**config.mk**
```make
export PLATFORM = sky130hd
export DESIGN_NAME = abx_exec
export DESIGN_NICKNAME = d
export VERILOG_FILES = /design/src/logic/abx_pkg.sv /design/src/logic/abx_alu.sv /design/src/logic/abx_exec.sv
export SDC_FILE = /design/constraint.sdc
export NUM_CORES = 1
export LEC_CHECK = 0
export ABC_AREA = 0
export ABC_CLOCK_PERIOD_IN_PS = 27000
export BUFFER_PORTS_ARGS = -buffer_cell sky130_fd_sc_hd__buf_4
export CELL_PAD_IN_SITES_DETAIL_PLACEMENT = 2
export CELL_PAD_IN_SITES_GLOBAL_PLACEMENT = 2
export CORE_AREA = 2 2 346 245
export CTS_BUF_LIST = sky130_fd_sc_hd__clkbuf_4 sky130_fd_sc_hd__clkbuf_8
export DETAILED_ROUTE_END_ITERATION = 16
export DIE_AREA = 0 0 348 247
export PLACE_DENSITY_LB_ADDON = 0.1
export SKIP_LAST_GASP = 1
export SLEW_MARGIN = 15
export SYNTH_ARGS = -nofsm -noshare
export SYNTH_HDL_FRONTEND = slang
export SYNTH_HIERARCHICAL = 1
export SYNTH_SLANG_ARGS = --single-unit
```
**constraint.sdc**
```tcl
create_clock -name clock_in -period 27 [get_ports clock_in]
set_clock_uncertainty 0.15 [all_clocks]
set_input_delay 2.7 -clock clock_in [delete_from_list [all_inputs] [get_ports clock_in]]
set_output_delay 2.7 -clock clock_in [all_outputs]
set_load 0.005 [all_outputs]
```
**src/logic/abx_pkg.sv**
```systemverilog
/*
 * constants and types shared by the add / and / bit-op execute block:
 * opcode fields, flag positions, register offsets, reset values.
 * assumes a 14-bit instruction word and an 8-bit data path.
 */
//
// Contract
// - literal add into accumulator, update C DC Z
// - file add, destination bit picks target
// - file AND, destination select, zero only
// - literal AND into accumulator, zero only
// - clear indexed file bit, flags unchanged
// - set indexed file bit, flags unchanged
// - skip next when tested bit set
// - skip next when tested bit clear
// - bit ops encoded 01, op, index, address
// - taken skip costs two cycles, second nop
// - port read-modify-write uses pin levels
package abx_pkg;

    // ----------------------------------------------------------------
    // instruction fields
    // ----------------------------------------------------------------
    localparam int          INSN_W        = 14;
    localparam int          DATA_W        = 8;
    localparam int          ADDR_W        = 7;
    localparam logic [1:0]  CLS_BIT       = 2'h1;
    localparam logic [1:0]  CLS_BYTE      = 2'h0;
    localparam logic [1:0]  CLS_LIT       = 2'h3;
    localparam logic [3:0]  BYTE_ADD      = 4'h7;
    localparam logic [3:0]  BYTE_AND      = 4'h5;
    localparam logic [2:0]  LIT_ADD_HI    = 3'h7;   // 111x
    localparam logic [3:0]  LIT_AND       = 4'h9;
    localparam logic [1:0]  BOP_CLEAR     = 2'h0;
    localparam logic [1:0]  BOP_SET       = 2'h1;
    localparam logic [1:0]  BOP_SKIP_CLR  = 2'h2;
    localparam logic [1:0]  BOP_SKIP_SET  = 2'h3;
    localparam int          DEST_POS      = 7;

    // ----------------------------------------------------------------
    // status flag positions and reset values
    // ----------------------------------------------------------------
    localparam int          FLAG_C        = 0;
    localparam int          FLAG_DC       = 1;
    localparam int          FLAG_Z        = 2;
    localparam logic [7:0]  ACC_RESET     = 8'h00;
    localparam logic [2:0]  FLAGS_RESET   = 3'h0;

    // ----------------------------------------------------------------
    // apb register map (byte offsets)
    // ----------------------------------------------------------------
    localparam logic [7:0]  OFF_INSN      = 8'h00;
    localparam logic [7:0]  OFF_ACC       = 8'h04;
    localparam logic [7:0]  OFF_STATUS    = 8'h08;
    localparam logic [7:0]  OFF_PORT_MASK = 8'h0c;
    localparam logic [7:0]  PORT_MASK_RESET = 8'h00;

    typedef enum logic [2:0] {
        ABX_NONE_TYPE_UNUSED,
        ABX_ADDL, ABX_ADDF, ABX_ANDL, ABX_ANDF, ABX_BCLR, ABX_BSET, ABX_BTST
    } abx_op_type;

endpackage
```
**src/logic/abx_alu.sv**
```systemverilog
/*
 * combinational add / and unit with flag generation.
 * assumes operands are stable for the whole execute cycle.
 */
`timescale 1ns/1ps
module abx_alu
    import abx_pkg::*;
(
    input  wire logic [7:0] a_in,
    input  wire logic [7:0] b_in,
    input  wire logic       is_add_in,
    output logic      [7:0] res_out,
    output logic            carry_out,
    output logic            dcarry_out,
    output logic            zero_out
);
    logic [8:0] sum;
    logic [4:0] low;

    always_comb begin
        sum        = {1'b0, a_in} + {1'b0, b_in};
        low        = {1'b0, a_in[3:0]} + {1'b0, b_in[3:0]};
        res_out    = is_add_in ? sum[7:0] : (a_in & b_in);
        carry_out  = sum[8];
        dcarry_out = low[4];
        zero_out   = (res_out == 8'h00);
    end
endmodule

```
**src/logic/abx_exec.sv**
```systemverilog
/*
 * execute stage for literal/file add, literal/file and, bit clear/set and
 * bit-test-and-skip. instructions come in over apb (write to the
 * instruction register), file registers live in a local 128-entry array.
 * assumes a single 10 MHz clock; apb is the only software path.
 */
// The register addresses and the APB register port were chosen for this implementation.
`timescale 1ns/1ps
module abx_exec
    import abx_pkg::*;
(
    input  wire logic        clock_in,
    input  wire logic        srst_in,
    input  wire logic        psel_in,
    input  wire logic        penable_in,
    input  wire logic        pwrite_in,
    input  wire logic [7:0]  paddr_in,
    input  wire logic [31:0] pwdata_in,
    output logic      [31:0] prdata_out,
    output logic             pready_out,
    output logic             pslverr_out,
    input  wire logic [7:0]  port_pins_in,
    output logic      [7:0]  port_latch_out,
    output logic             skip_out,
    output logic      [7:0]  acc_out
);
    // ----------------------------------------------------------------
    // state
    // ----------------------------------------------------------------
    logic [7:0]  file_mem [0:127];
    logic [7:0]  acc_q;
    logic [2:0]  flags_q;
    logic        skip_q;
    logic [7:0]  port_mask_q;
    logic [7:0]  port_latch_q;
    logic        illegal_q;

    localparam logic [6:0] PORT_ADDR = 7'h06;

    logic        wr_en;
    logic        rd_en;
    logic        insn_wr;
    logic [13:0] insn;
    logic [6:0]  faddr;
    logic [2:0]  bidx;
    logic        dest;
    logic [7:0]  lit;
    logic [7:0]  fval;
    logic [7:0]  bmask;
    abx_op_type  op;
    logic [7:0]  alu_b;
    logic [7:0]  alu_res;
    logic        alu_c;
    logic        alu_dc;
    logic        alu_z;

    function automatic logic [7:0] bit_mask(input logic [2:0] idx);
        bit_mask = 8'h01 << idx;
    endfunction

    assign wr_en   = psel_in && penable_in && pwrite_in;
    assign rd_en   = psel_in && penable_in && !pwrite_in;
    assign insn_wr = wr_en && (paddr_in == OFF_INSN);
    assign insn    = pwdata_in[13:0];
    assign faddr   = insn[6:0];
    assign bidx    = insn[9:7];
    assign dest    = insn[DEST_POS];
    assign lit     = insn[7:0];
    assign bmask   = bit_mask(bidx);

    // ----------------------------------------------------------------
    // operand fetch: port pins replace the latch when masked as input
    // ----------------------------------------------------------------
    always_comb begin
        if (faddr == PORT_ADDR) begin
            fval = (port_pins_in & port_mask_q) | (port_latch_q & ~port_mask_q);
        end else begin
            fval = file_mem[faddr];
        end
    end

    // ----------------------------------------------------------------
    // decode
    // ----------------------------------------------------------------
    always_comb begin
        op = ABX_NONE_TYPE_UNUSED;
        case (insn[13:12])
            CLS_BYTE: begin
                if (insn[11:8] == BYTE_ADD) begin
                    op = ABX_ADDF;
                end else if (insn[11:8] == BYTE_AND) begin
                    op = ABX_ANDF;
                end
            end
            CLS_BIT: begin
                case (insn[11:10])
                    BOP_CLEAR: op = ABX_BCLR;
                    BOP_SET:   op = ABX_BSET;
                    default:   op = ABX_BTST;
                endcase
            end
            CLS_LIT: begin
                if (insn[11:9] == LIT_ADD_HI) begin
                    op = ABX_ADDL;
                end else if (insn[11:8] == LIT_AND) begin
                    op = ABX_ANDL;
                end
            end
            default: op = ABX_NONE_TYPE_UNUSED;
        endcase
    end

    assign alu_b = (op == ABX_ADDL || op == ABX_ANDL) ? lit : fval;

    abx_alu u_alu (
        .a_in       (acc_q),
        .b_in       (alu_b),
        .is_add_in  (op == ABX_ADDL || op == ABX_ADDF),
        .res_out    (alu_res),
        .carry_out  (alu_c),
        .dcarry_out (alu_dc),
        .zero_out   (alu_z)
    );

    // ----------------------------------------------------------------
    // execute: an instruction issued in the nop slot is discarded
    // ----------------------------------------------------------------
    logic exec;
    assign exec = insn_wr && !skip_q;

    always_ff @(posedge clock_in) begin
        if (srst_in) begin
            acc_q   <= ACC_RESET;
            flags_q <= FLAGS_RESET;
        end else if (exec) begin
            case (op)
                ABX_ADDL, ABX_ADDF: begin
                    if (op == ABX_ADDL || !dest) begin
                        acc_q <= alu_res;
                    end
                    flags_q <= {alu_z, alu_dc, alu_c};
                end
                ABX_ANDL, ABX_ANDF: begin
                    if (op == ABX_ANDL || !dest) begin
                        acc_q <= alu_res;
                    end
                    flags_q[FLAG_Z] <= alu_z;
                end
                default: begin
                    acc_q <= acc_q;
                end
            endcase
        end
    end

    // file writes, including bit clear/set (flags untouched)
    always_ff @(posedge clock_in) begin
        if (exec) begin
            case (op)
                ABX_ADDF, ABX_ANDF: begin
                    if (dest && faddr != PORT_ADDR) begin
                        file_mem[faddr] <= alu_res;
                    end
                end
                ABX_BCLR: begin
                    if (faddr != PORT_ADDR) begin
                        file_mem[faddr] <= fval & ~bmask;
                    end
                end
                ABX_BSET: begin
                    if (faddr != PORT_ADDR) begin
                        file_mem[faddr] <= fval | bmask;
                    end
                end
                default: begin
                end
            endcase
        end
    end

    // port output latch takes writes aimed at the port address
    always_ff @(posedge clock_in) begin
        if (srst_in) begin
            port_latch_q <= ACC_RESET;
        end else if (exec && faddr == PORT_ADDR) begin
            case (op)
                ABX_ADDF, ABX_ANDF: begin
                    if (dest) begin
                        port_latch_q <= alu_res;
                    end
                end
                ABX_BCLR: port_latch_q <= fval & ~bmask;
                ABX_BSET: port_latch_q <= fval | bmask;
                default:  port_latch_q <= port_latch_q;
            endcase
        end
    end

    // skip flag: the next issued instruction becomes a nop
    always_ff @(posedge clock_in) begin
        if (srst_in) begin
            skip_q <= 1'b0;
        end else if (exec && op == ABX_BTST) begin
            if (insn[10]) begin
                skip_q <= fval[bidx];
            end else begin
                skip_q <= !fval[bidx];
            end
        end else if (insn_wr) begin
            skip_q <= 1'b0;
        end
    end

    // ----------------------------------------------------------------
    // apb: zero wait state, unmapped read returns zero with pslverr
    // ----------------------------------------------------------------
    always_ff @(posedge clock_in) begin
        if (srst_in) begin
            port_mask_q <= PORT_MASK_RESET;
            illegal_q   <= 1'b0;
        end else begin
            if (wr_en && paddr_in == OFF_PORT_MASK) begin
                port_mask_q <= pwdata_in[7:0];
            end
            if (exec && op == ABX_NONE_TYPE_UNUSED) begin
                illegal_q <= 1'b1;
            end else if (exec) begin
                illegal_q <= 1'b0;
            end
        end
    end

    logic mapped;
    assign mapped = (paddr_in == OFF_INSN) || (paddr_in == OFF_ACC) ||
                    (paddr_in == OFF_STATUS) || (paddr_in == OFF_PORT_MASK);

    always_comb begin
        prdata_out = 32'h0000_0000;
        if (rd_en) begin
            case (paddr_in)
                OFF_ACC:       prdata_out = {24'h00_0000, acc_q};
                OFF_STATUS:    prdata_out = {26'h000_0000, illegal_q, skip_q, 1'b0, flags_q};
                OFF_PORT_MASK: prdata_out = {24'h00_0000, port_mask_q};
                default:       prdata_out = 32'h0000_0000;
            endcase
        end
    end

    assign pready_out     = 1'b1;
    assign pslverr_out    = psel_in && penable_in && !mapped;
    assign port_latch_out = port_latch_q;
    assign skip_out       = skip_q;
    assign acc_out        = acc_q;

    // ----------------------------------------------------------------
    // checks
    // ----------------------------------------------------------------
    AST_ADDL_ACC: assert property (@(posedge clock_in) disable iff (srst_in)
        exec && op == ABX_ADDL |=> acc_q == $past(acc_q) + $past(lit)) else $error("add literal wrong");
    AST_ADDF_DEST: assert property (@(posedge clock_in) disable iff (srst_in)
        exec && op == ABX_ADDF && dest |=> acc_q == $past(acc_q)) else $error("add file touched acc");
    AST_ANDF_FLAGS: assert property (@(posedge clock_in) disable iff (srst_in)
        exec && op == ABX_ANDF |=> flags_q[1:0] == $past(flags_q[1:0])) else $error("and changed carry");
    AST_ANDL_ACC: assert property (@(posedge clock_in) disable iff (srst_in)
        exec && op == ABX_ANDL |=> acc_q == ($past(acc_q) & $past(lit))) else $error("and literal wrong");
    AST_BIT_FLAGS: assert property (@(posedge clock_in) disable iff (srst_in)
        exec && (op == ABX_BCLR || op == ABX_BSET) |=> $stable(flags_q)) else $error("bit op moved flags");
    AST_BSET_ACC: assert property (@(posedge clock_in) disable iff (srst_in)
        exec && op == ABX_BSET |=> $stable(acc_q)) else $error("bit set moved acc");
    AST_SKIP_SET: assert property (@(posedge clock_in) disable iff (srst_in)
        exec && op == ABX_BTST && insn[10] |=> skip_q == $past(fval[bidx])) else $error("skip set wrong");
    AST_SKIP_CLR: assert property (@(posedge clock_in) disable iff (srst_in)
        exec && op == ABX_BTST && !insn[10] |=> skip_q == !$past(fval[bidx])) else $error("skip clr wrong");
    AST_NOP_SLOT: assert property (@(posedge clock_in) disable iff (srst_in)
        skip_q && insn_wr |=> $stable(acc_q) && $stable(flags_q) && !skip_q) else $error("nop slot ran");
    AST_ZERO: assert property (@(posedge clock_in) disable iff (srst_in)
        exec && (op == ABX_ADDL || op == ABX_ANDL) |=> flags_q[FLAG_Z] == (acc_q == 8'h00)) else $error("zero flag");

    COV_SKIP:  cover property (@(posedge clock_in) exec && op == ABX_BTST ##1 skip_q);
    COV_CARRY: cover property (@(posedge clock_in) exec && op == ABX_ADDL && alu_c);
    COV_PORT:  cover property (@(posedge clock_in) exec && op == ABX_BSET && faddr == PORT_ADDR);
endmodule

```
# Yosys cells after proc, flatten, opt, wreduce, memory -nomap -nowiden
# Memory sizes are Yosys's and may differ from the RTL's.
# Index checks and enable logic that the tools add are counted.
totals:
  register_bits: 29
  latchBits: 0
  ramBits: 1024
  mem_bits_ro: 0
  input_bits: 53
  out_inout_bits: 51
  word_cells: 120
  n_memories: 1
memory_table:
  columns: ["memory", "depth", "word_bits", "rd", "rd_ports_with_merged_regs", "write_ports", "line", "text"]
  rows:
  - ["file_mem", 128, 8, 1, 0, 1, "abx_exec.sv:30", "logic [7:0] file_mem [0:127];"]
op_classes:
  add_sub_neg: 2
  mul: 0
  div: 0
  n_lt_le_gt_ge: 1
  eq_ne: 22
  shift: 1
  muxes: 36
  bitwise: 10
  n_reduce_logical: 40
op_table:
  columns: ["cell", "n"]
  rows:
  - ["two-way mux 8 bit", 9]
  - ["case mux 8 bit (3 select lines)", 2]
  - ["AND 8 bit", 4]
  - ["two-way mux 1 bit", 17]
  - ["== test 8 x 4 -> 1 bit, second input constant", 2]
  - ["logical NOT 8 bit", 2]
  - ["inverter 8 bit", 2]
  - ["bitwise OR 8 bit", 2]
  - ["case mux 8 bit (2 select lines)", 1]
  - ["== test 3 bit, second input constant", 5]
  - ["logical AND 1 bit", 11]
  - ["adder 8 x 8 -> 9 bit", 1]
  - ["case mux 3 bit (3 select lines)", 1]
  - ["== test 4 x 3 -> 1 bit, second input constant", 2]
  - ["== test 8 x 3 -> 1 bit, second input constant", 1]
  - ["<< shifter 1 x 3 -> 8 bit, first input constant", 1]
  - ["== test 7 x 3 -> 1 bit, second input constant", 1]
  - ["logical OR 1 bit", 7]
  - ["inequality test 7 x 3 -> 1 bit, second input constant", 1]
  - ["== test 3 x 2 -> 1 bit, second input constant", 2]
  - ["two-way mux 3 bit", 2]
  - ["inequality test 2 bit, second input constant", 3]
  - ["nonzero test 2 bit", 3]
  - ["OR reduction 2 bit", 3]
  - ["other kinds (18)", 27]

# Longest topological paths before layout
# Gate-level depths: netlist (run 1).
depth:
  ltp_word: 11
  ltp_mapped: 23
  depth_no_buf: 17

# Modules after synthesis
# Netlist (run 1), hierarchy kept.
by_module_without_submodules:
  columns: ["module", "n_inst", "cells_per_inst", "area_per_inst_um2", "seq_area_each_um2"]
  rows:
  - ["abx_exec", 1, 2564, 42932.4, 31300.0]
  - ["abx_alu", 1, 70, 533.0, 0.0]

# Least setup slack after synthesis (run 1)
# No wires, ideal clock.
synth_path:
  path_kind: "input -> register"
  start: "input pwdata_in[0]"
  end: "memory file_mem[0][1], data pin"
  setup_ps: 1197
  t_arrival_ps: 9527
  required_time_ps: 25653
  slack_ps: 16127
  stages: 11
  n_path_buf: 5
  path_cell_list: "buf_4 -> buf_4 -> buf_4 -> buf_2 -> buf_2 -> o221a_2 -> a311oi_1 -> a2111oi_4 -> a22oi_2 -> mux2i_1 -> o21ai_0"
synth_via:
  elab_chain_cells: 7
  word_cells_on_any_way: 19
  cone_classes: "add/sub: 1; eq/ne: 2; mux: 12; bitwise: 3; memory: 1"
synth_lines:
  columns: ["item", "line", "text"]
  rows:
  - ["start, declared", "abx_exec.sv:18", "input wire logic [31:0] pwdata_in,"]
  - ["memory read (128 x 8 bit) (tied with other cells)", null, null]
  - ["two-way mux 8 bit / two-way mux 1 bit (equally long branches)", "abx_exec.sv:75, abx_exec.sv:166, abx_exec.sv:171", null]
  - ["two-way mux 8 bit / two-way mux 1 bit (equally long branches)", "abx_exec.sv:113, abx_exec.sv:159", null]
  - ["adder 8 x 8 -> 9 bit (tied with other cells)", "abx_alu.sv:21", "sum = {1'b0, a_in} + {1'b0, b_in};"]
  - ["two-way mux 8 bit / two-way mux 1 bit (equally long branches)", "abx_alu.sv:23, abx_exec.sv:167", null]
  - ["two-way mux 8 bit (no line)", null, null]
  - ["two-way mux 8 bit (no line) *", null, null]
  - ["end, declared", "abx_exec.sv:30", null]
# Mark *: on every way between the ends. The rest lies on a longest branch, timed or not.

# Worst setup path after layout (run 1)
layout_path:
  start: "input pwdata_in[2]"
  end: "memory file_mem[4][4], data pin"
layout_via:
  elab_chain_cells: 7
  word_cells_on_any_way: 19
  cone_classes: "add/sub: 1; eq/ne: 2; mux: 12; bitwise: 3; memory: 1"
layout_lines:
  columns: ["item", "line", "text"]
  rows:
  - ["memory read (128 x 8 bit) / == test 7 x 3 -> 1 bit (equally long branches)", null, null]
  - ["two-way mux 8 bit *", "abx_exec.sv:75", "if (faddr == PORT_ADDR) begin"]
  - ["two-way mux 8 bit *", "abx_exec.sv:113", "assign alu_b = (op == ABX_ADDL || op == ABX_ANDL) ? lit : fval;"]
  - ["named net alu_b[1]", "abx_exec.sv:51", "logic [7:0] alu_b;"]
  - ["adder 8 x 8 -> 9 bit *", "abx_alu.sv:21", null]
  - ["two-way mux 8 bit *", "abx_alu.sv:23", "res_out = is_add_in ? sum[7:0] : (a_in & b_in);"]
  - ["named net alu_res[4]", "abx_exec.sv:52", "logic [7:0] alu_res;"]
  - ["two-way mux 8 bit (no line) * (2 in series)", null, null]
# Mark *: on every way through the listed nets, which the timed path passes. The rest lies on a longest branch.

==> impl_metrics.tcl, run 1 <==
set metrics [dict create \
    wl_microns 168000 \
    place_congestion 0.865 \
    end_kind "register" \
    grt_max_degree 111 \
    startpoint_type "input pin" \
    synth_compound_area_share_pct 8.91 \
    crit_arrival_ns 11.46 \
    ant_nets 0 \
    critPathMaxFanout 110 \
    yosysSeqAreaShare_pct 72.0 \
    synth_edf_count 1023 \
    layout-drive-gt1-share_pct 20.9 \
    synthAdderAreaFrac_pct 0.259 \
    synth-simple-area-share_pct 5.26 \
    p_per_area_nw_per_um2 69.4 \
    first_pass_iters 6 \
    post-route-util_pct 57.4 \
    p_sw_mw 0.826 \
    syn-cell-area_sq_um 43500 \
    clockRootBuffer "clkbuf_8" \
    outcome "finished clean" \
    num_vias 28000 \
    place_area_sq_um 44800 \
    dp_cells 3680 \
    synth_top_area_share_pct 70.7 \
    slowest_stage "o311ai_1" \
    hp-class "reg -> reg" \
    cp_top_family "compound AO/OA/AOI/OAI gates" \
    switching_share_pct 24.9 \
    worstPathRequired_ns 27.36 \
    tightest_slew_ns 1.31 \
    dieArea_sq_um 86000 \
    cts_made_buffers 158 \
    slew_violations 0 \
    cts_tree "done" \
    met3_length_microns 19100 \
    ir_drop_v 0.0000477 \
    layout.nets 2810 \
    cts_max_path_buffers 3 \
    top_layer "met5" \
    whs_ns 0.376 \
    synth_xor_area_share_pct 0.0605 \
    share_comb_of_total_power_pct 6.4 \
    finalWorstSetupSlack_ns 15.90 \
    fin_crit_ns 11.10 \
    p_int_mw 2.49 \
    rrSetupSlack_ns 19.81 \
    crit_path_cell_trace "buf_8 > buf_12 > buf_4 > nor3b_4 > buf_4 > a22o_1 > o311ai_1 > o2111ai_1 > a2111oi_4 > a22oi_2 > mux2_2 > ha_1 > a211oi_1 > o21bai_1 > xnor2_1 > o21ai_0 > nand2_1 > nand2_4 > buf_4" \
    core_area_sq_um 83200 \
    pwr-share-clk_pct 40.0 \
    die_x_microns 348 \
    antenna_found_initial 8 \
    path_class "in -> reg" \
    start_util_pct 52.3 \
    synthMuxAreaShare_pct 10.4 \
    portBuffers 60 \
    timing.fmax_mhz 90.1 \
    die_h_microns 247 \
    maxCapViolations 0 \
    hold_viol 0 \
    htree_num_levels 4 \
    p_total_mw 3.31 \
    rsz0062_at_grt "false" \
    overflow 0 \
    yosys-top-cells-area "edfxtp_1 (71%), mux4_2 (3.8%), mux2i_1 (3.5%)" \
    syn_inst 2634 \
    ctsResizeCount 0 \
    setup_viol 0 \
    dpl.hpwl_microns 101000 \
    synth_top_family_by_area "multiplexers" \
    grt_first_pass_wirelength_microns 233000 \
    met2_length_microns 77100 \
    cts_hold_buf 0 \
    async_flop_share_pct 0 \
    synth_area_per_cell_sq_um 16.5 \
    syn2layout_area_growth_pct 9.90 \
    slew-limit-headroom_pct 12.1 \
    pwr-share-seq_pct 53.6 \
    finalSetupTns_ns 0 \
    insertion_delay_ns 0.86 \
    crit_top_cell "buf_4" \
    min_period_over_period_pct 41.1 \
    crit_buf_inv 5 \
    yosysMostFrequentCell "edfxtp_1" \
    ys_ff_latch 1052 \
    p_leak_nw 15.7 \
    avgRoutedWirePerCell_microns 42.3 \
    synth_common_cells "edfxtp_1 (1023), nor2_1 (219), mux2i_1 (154)" \
    drcViolationCount 0 \
    ys.flop_type "edfxtp_1" \
    ioPinCount 104 \
    drt-met1-wl_microns 62400 \
    synth_cell_types 92 \
    cts_num_sinks 1052 \
    rows 89 \
    clkTransAtPathRegs_ns 0.07 \
    grtUsageTotal_pct 39.2 \
    postCtsSetupBuffers 0 \
    grt_pass1_vias 29700 \
    fin_area_sq_um 47800 \
    stdcell_count 3961 \
    drt_iter0_drc 3644 \
    dp_slack_ns 15.60 \
    crit_path_max_incr_delay_ns 0.93 \
    ys.warnings.count 6 \
    via_per_inst 7.06 \
    yosysTopAreaCell "edfxtp_1" \
]
## registers in the layout, indices dropped and copies added, names as in the netlist
name,flops
illegal_q,1
flags_q,3
port_mask_q,8
port_latch_out,8
file_mem,1023
acc_out,8
skip_out,1
## layout by cell type (no fill, tap or decap), types with 22 or more instances in the layout
cell type and n:
clkinv_1 38, a21oi_1 67, mux4_2 73, nand2_1 134, o21ai_0 51, clkbuf_8 165
edfxtp_1 1023, a31oi_1 24, o22ai_1 22, mux2i_1 154, dfxtp_1 29, nor2_1 215
a221o_1 31, conb_1 32, buf_4 123, a221oi_1 91, a22oi_1 56, mux2_2 111
clkbuf_4 42
## logic make-up after synthesis
family | after synthesis
mux | 342
fa+ha+maj | 9
flops | 1052
other cells | 2
xor+xnor | 3
buf+inv | 219
simple gates | 495
compound gates | 512
## power by group through the flow
| stage | clock network, mW | logic [mW] | registers, mW |
|---|---|---|---|
| 6_report | 1.33 | 0.213 | 1.78 |
| 5_1_grt | 1.39 | 0.215 | 1.77 |
| 3_5_place_dp | 0 | 0.201 | 1.81 |
| 2_1_floorplan | 0 | 0.121 | 1.81 |
| 3_3_place_gp | 0 | 0.190 | 1.81 |
| 4_1_cts | 1.33 | 0.204 | 1.78 |
## worst min-delay path: stages, from the launching register on
cell and delay, ns:
dfxtp_1 0.33, nand3b_1 0.09, o41ai_1 0.06
## layout make-up
type,count,area (sq um)
sequential,1052,31300
tap,1092,1370
timing repair buffer,127,987
multi-input combinational,1393,11000
fill,7089,35400
antenna,4,10.0
clock buffer,206,2570
clock inverter,71,429
inverter,16,61.3
## metal layers
layer  up-vias  track usage, %
met3       564            11.4
met2      2025            61.0
li1      10800               -
met5         -           0.850
met4        12            19.3
met1     14600            50.7
## final timing paths
path                                                      from                             end  cells after the start
worst min register to register  port_latch_out[7]$_SDFFE_PP0P_  port_latch_out[7]$_SDFFE_PP0P_                      2
worst max register to register       file_mem[50][1]$_DFFE_PP_        file_mem[4][4]$_DFFE_PP_                     15
worst max-delay path                              pwdata_in[2]        file_mem[4][4]$_DFFE_PP_                     19
worst min-delay path            port_latch_out[7]$_SDFFE_PP0P_  port_latch_out[7]$_SDFFE_PP0P_                      2
(Power assumes the default switching activity.)
==> run 2, diff against run 1 <==
ABC_AREA = 1   (was 0)
ABC_CLOCK_PERIOD_IN_PS = 10900   (was 27000)
CORE_AREA = 2 2 390 276   (was 2 2 346 245)
DIE_AREA = 0 0 392 278   (was 0 0 348 247)
clock period = 10.9 ns   (was 27 ns; I/O delays follow)
==> impl_metrics.tcl, run 2 <==
set metrics [dict create \
    ant_nets 0 \
    synth_edf_count 1024 \
    cts_max_path_buffers 3 \
    hold_start "srst_in" \
    portBuffers 60 \
    synth_top_area_share_pct 68.3 \
    drt_iter0_drc 2950 \
    n_fill_cell 10900 \
    syn-cell-area_sq_um 45000 \
    postCtsSetupBuffers 0 \
    rsz0062_at_grt "false" \
    min_period_over_period_pct 68.7 \
    ys_ff_latch 1053 \
    critPathMaxFanout 84 \
    via_per_inst 5.63 \
    antenna_found_initial 9 \
    grt_max_degree 145 \
    die_h_microns 278 \
    rrSetupSlack_ns 5.13 \
    ioPinCount 104 \
    switching_share_pct 25.8 \
    first_pass_iters 5 \
    tightest_slew_ns 1.30 \
    start_util_pct 42.7 \
    p_leak_nw 19.3 \
    maxCapViolations 0 \
    syn2layout_area_growth_pct 11.0 \
    core_area_sq_um 105000 \
    cts_tree "done" \
    drcViolationCount 0 \
    setup_viol 0 \
    rows 100 \
    yosysSeqAreaShare_pct 69.6 \
    pwr-share-clk_pct 39.9 \
    p_per_area_nw_per_um2 172 \
    grt_first_pass_wirelength_microns 241000 \
    fin_crit_ns 7.49 \
    fin_area_sq_um 50000 \
    pwr-share-seq_pct 52.3 \
    regMostFlops "file_mem" \
    hold_end "acc_out[7]$_SDFFE_PP0P_" \
    place_congestion 0.817 \
    largest_reg_flops 1024 \
    grtUsageTotal_pct 30.3 \
    p_int_mw 6.38 \
    startpoint_type "input pin" \
    p_total_mw 8.60 \
    num_vias 33400 \
    timing.fmax_mhz 134 \
    synth_common_cells "nand2_1 (1891), edfxtp_1 (1024), nor2_1 (387)" \
    ys.warnings.count 6 \
    dieArea_sq_um 109000 \
    synth_cell_types 47 \
    crit_arrival_ns 7.93 \
    overflow 0 \
    mostFrequentLayoutCells "nand2_1 (1887), edfxtp_1 (1024), nor2_1 (381), o21ai_0 (191), clkbuf_8 (171)" \
    end_kind "register" \
    yosysTopAreaCell "edfxtp_1" \
    slew-limit-headroom_pct 13.3 \
    ir_drop_v 0.000126 \
    yosysMostFrequentCell "nand2_1" \
    hp-class "in -> reg" \
    die_x_microns 392 \
    slew_violations 0 \
    insertion_delay_ns 0.88 \
    min_path_cells 2 \
    hold_viol 0 \
    ctsResizeCount 0 \
    clkTransAtPathRegs_ns 0.06 \
    place_area_sq_um 46700 \
    avgRoutedWirePerCell_microns 27.6 \
    clockRootBuffer "clkbuf_8" \
    htree_num_levels 4 \
    synth_area_per_cell_sq_um 10.5 \
    share_comb_of_total_power_pct 7.7 \
    layout_commonest_cell "nand2_1" \
    whs_ns 0.290 \
    worstPathRequired_ns 11.34 \
    grt_pass1_vias 35900 \
    p_sw_mw 2.21 \
    r2r_end "file_mem[18][7]$_DFFE_PP_" \
    syn_inst 4285 \
    path_class "in -> reg" \
    async_flop_share_pct 0 \
    finalSetupTns_ns 0 \
    layout.nets 4438 \
    cts_hold_buf 0 \
    yosys-top-cells-area "edfxtp_1 (68%), nand2_1 (16%), nor2_1 (3.2%)" \
    ff2ff_path_depth 25 \
    r2r_start "file_mem[103][6]$_DFFE_PP_" \
    wl_microns 164000 \
    layout-drive-gt1-share_pct 9.90 \
    dpl.hpwl_microns 103000 \
    ys.flop_type "edfxtp_1" \
    cts_num_sinks 1053 \
    outcome "finished clean" \
    cts_made_buffers 167 \
]
[run 2: cell types whose count changed in the layout (fill, tap and decap cells not counted), moves of 87 or more]
cell	before	now
mux2_2	111	0
mux2i_1	154	2
nor2_1	215	381
a21oi_1	67	154
a221oi_1	91	0
nand2_1	134	1887
inv_1	12	104
o21ai_0	51	191
[run 2: worst max-delay path: stages]
cell,delay (ns)
buf_8,0.49
inv_8,0.37
buf_4,0.45
nor2_4,0.63
buf_4,0.43
nand2_1,0.11
nand4_1,0.12
o21ai_0,0.21
and2_1,0.25
nand2_1,0.08
a21oi_1,0.08
nand2_1,0.21
nand2_1,0.14
o21ai_0,0.25
ha_1,0.35
nand2_1,0.10
nand2_1,0.07
a21oi_1,0.23
nand3_1,0.12
nand3_1,0.12
nand2_1,0.08
inv_1,0.14
nand2_1,0.09
nand3_1,0.10
o21ai_0,0.16
inv_4,0.69
buf_4,0.53
[run 2: logic make-up (layout without fill, tap and decap cells)]
group	count (synthesis)	after routing	synth area share, %
AOI/OAI and AO/OA	446	446	5.23
adders and majority gates	9	9	0.250
buffers and inverters	342	533	3.65
DFF	1053	1053	69.6
muxes	2	2	0.0445
other	2	35	0.0167
and+or+nand+nor	2431	2431	21.2
[run 2: worst max path at each step]
| stage | startpoint | to | slack [ns] | cells after the start |
|---|---|---|---|---|
| floorplan | paddr_in[7] | file_mem[0][0]$_DFFE_PP_ | -1.62 | 11 |
| global placement | pwdata_in[0] | file_mem[19][7]$_DFFE_PP_ | 3.00 | 27 |
| detailed placement | pwdata_in[0] | file_mem[19][7]$_DFFE_PP_ | 2.64 | 27 |
| CTS | pwdata_in[0] | file_mem[31][7]$_DFFE_PP_ | 3.55 | 27 |
| global route | pwdata_in[0] | file_mem[104][5]$_DFFE_PP_ | 3.15 | 26 |
| finish | pwdata_in[0] | file_mem[18][7]$_DFFE_PP_ | 3.41 | 27 |
[run 2: area by class of cell]
type,count,area (sq um),share of cell area [%]
Sequential cell,1053,31300,62.7
Tap cell,1428,1790,3.58
Antenna cell,2,5.00,0.0100
Inverter,118,459,0.919
Clock inverter,72,473,0.947
Multi-Input combinational cell,2921,12200,24.5
Clock buffer,228,2780,5.57
Timing Repair Buffer,115,887,1.78
[run 2: routing by layer]
layer,up-vias,wire (microns),GRT usage [%]
li1,14500,-,-
met1,17500,73000,43.0
met2,1153,76100,48.0
met3,247,10800,4.91
met4,4,4040,8.90
met5,-,39,0
[run 2: power by group through the flow]
stage               combinational [mW]  sequential, mW  clock, mW
global route                     0.718            4.50       3.63
finish                           0.665            4.50       3.43
CTS                              0.660            4.50       3.47
global placement                 0.618            4.58          0
detailed placement               0.653            4.58          0
floorplan                        0.356            4.61          0
[run 2: through the flow]
stage	utilization [%]	std cells	setup WS, ns
final	47.4	5937	3.41
after global routing	47.4	5936	3.15
after CTS	47.4	5935	3.55
after detailed placement	44.3	5635	2.64
after global placement	44.3	5635	3.00
after floorplan	-	4316	-1.62
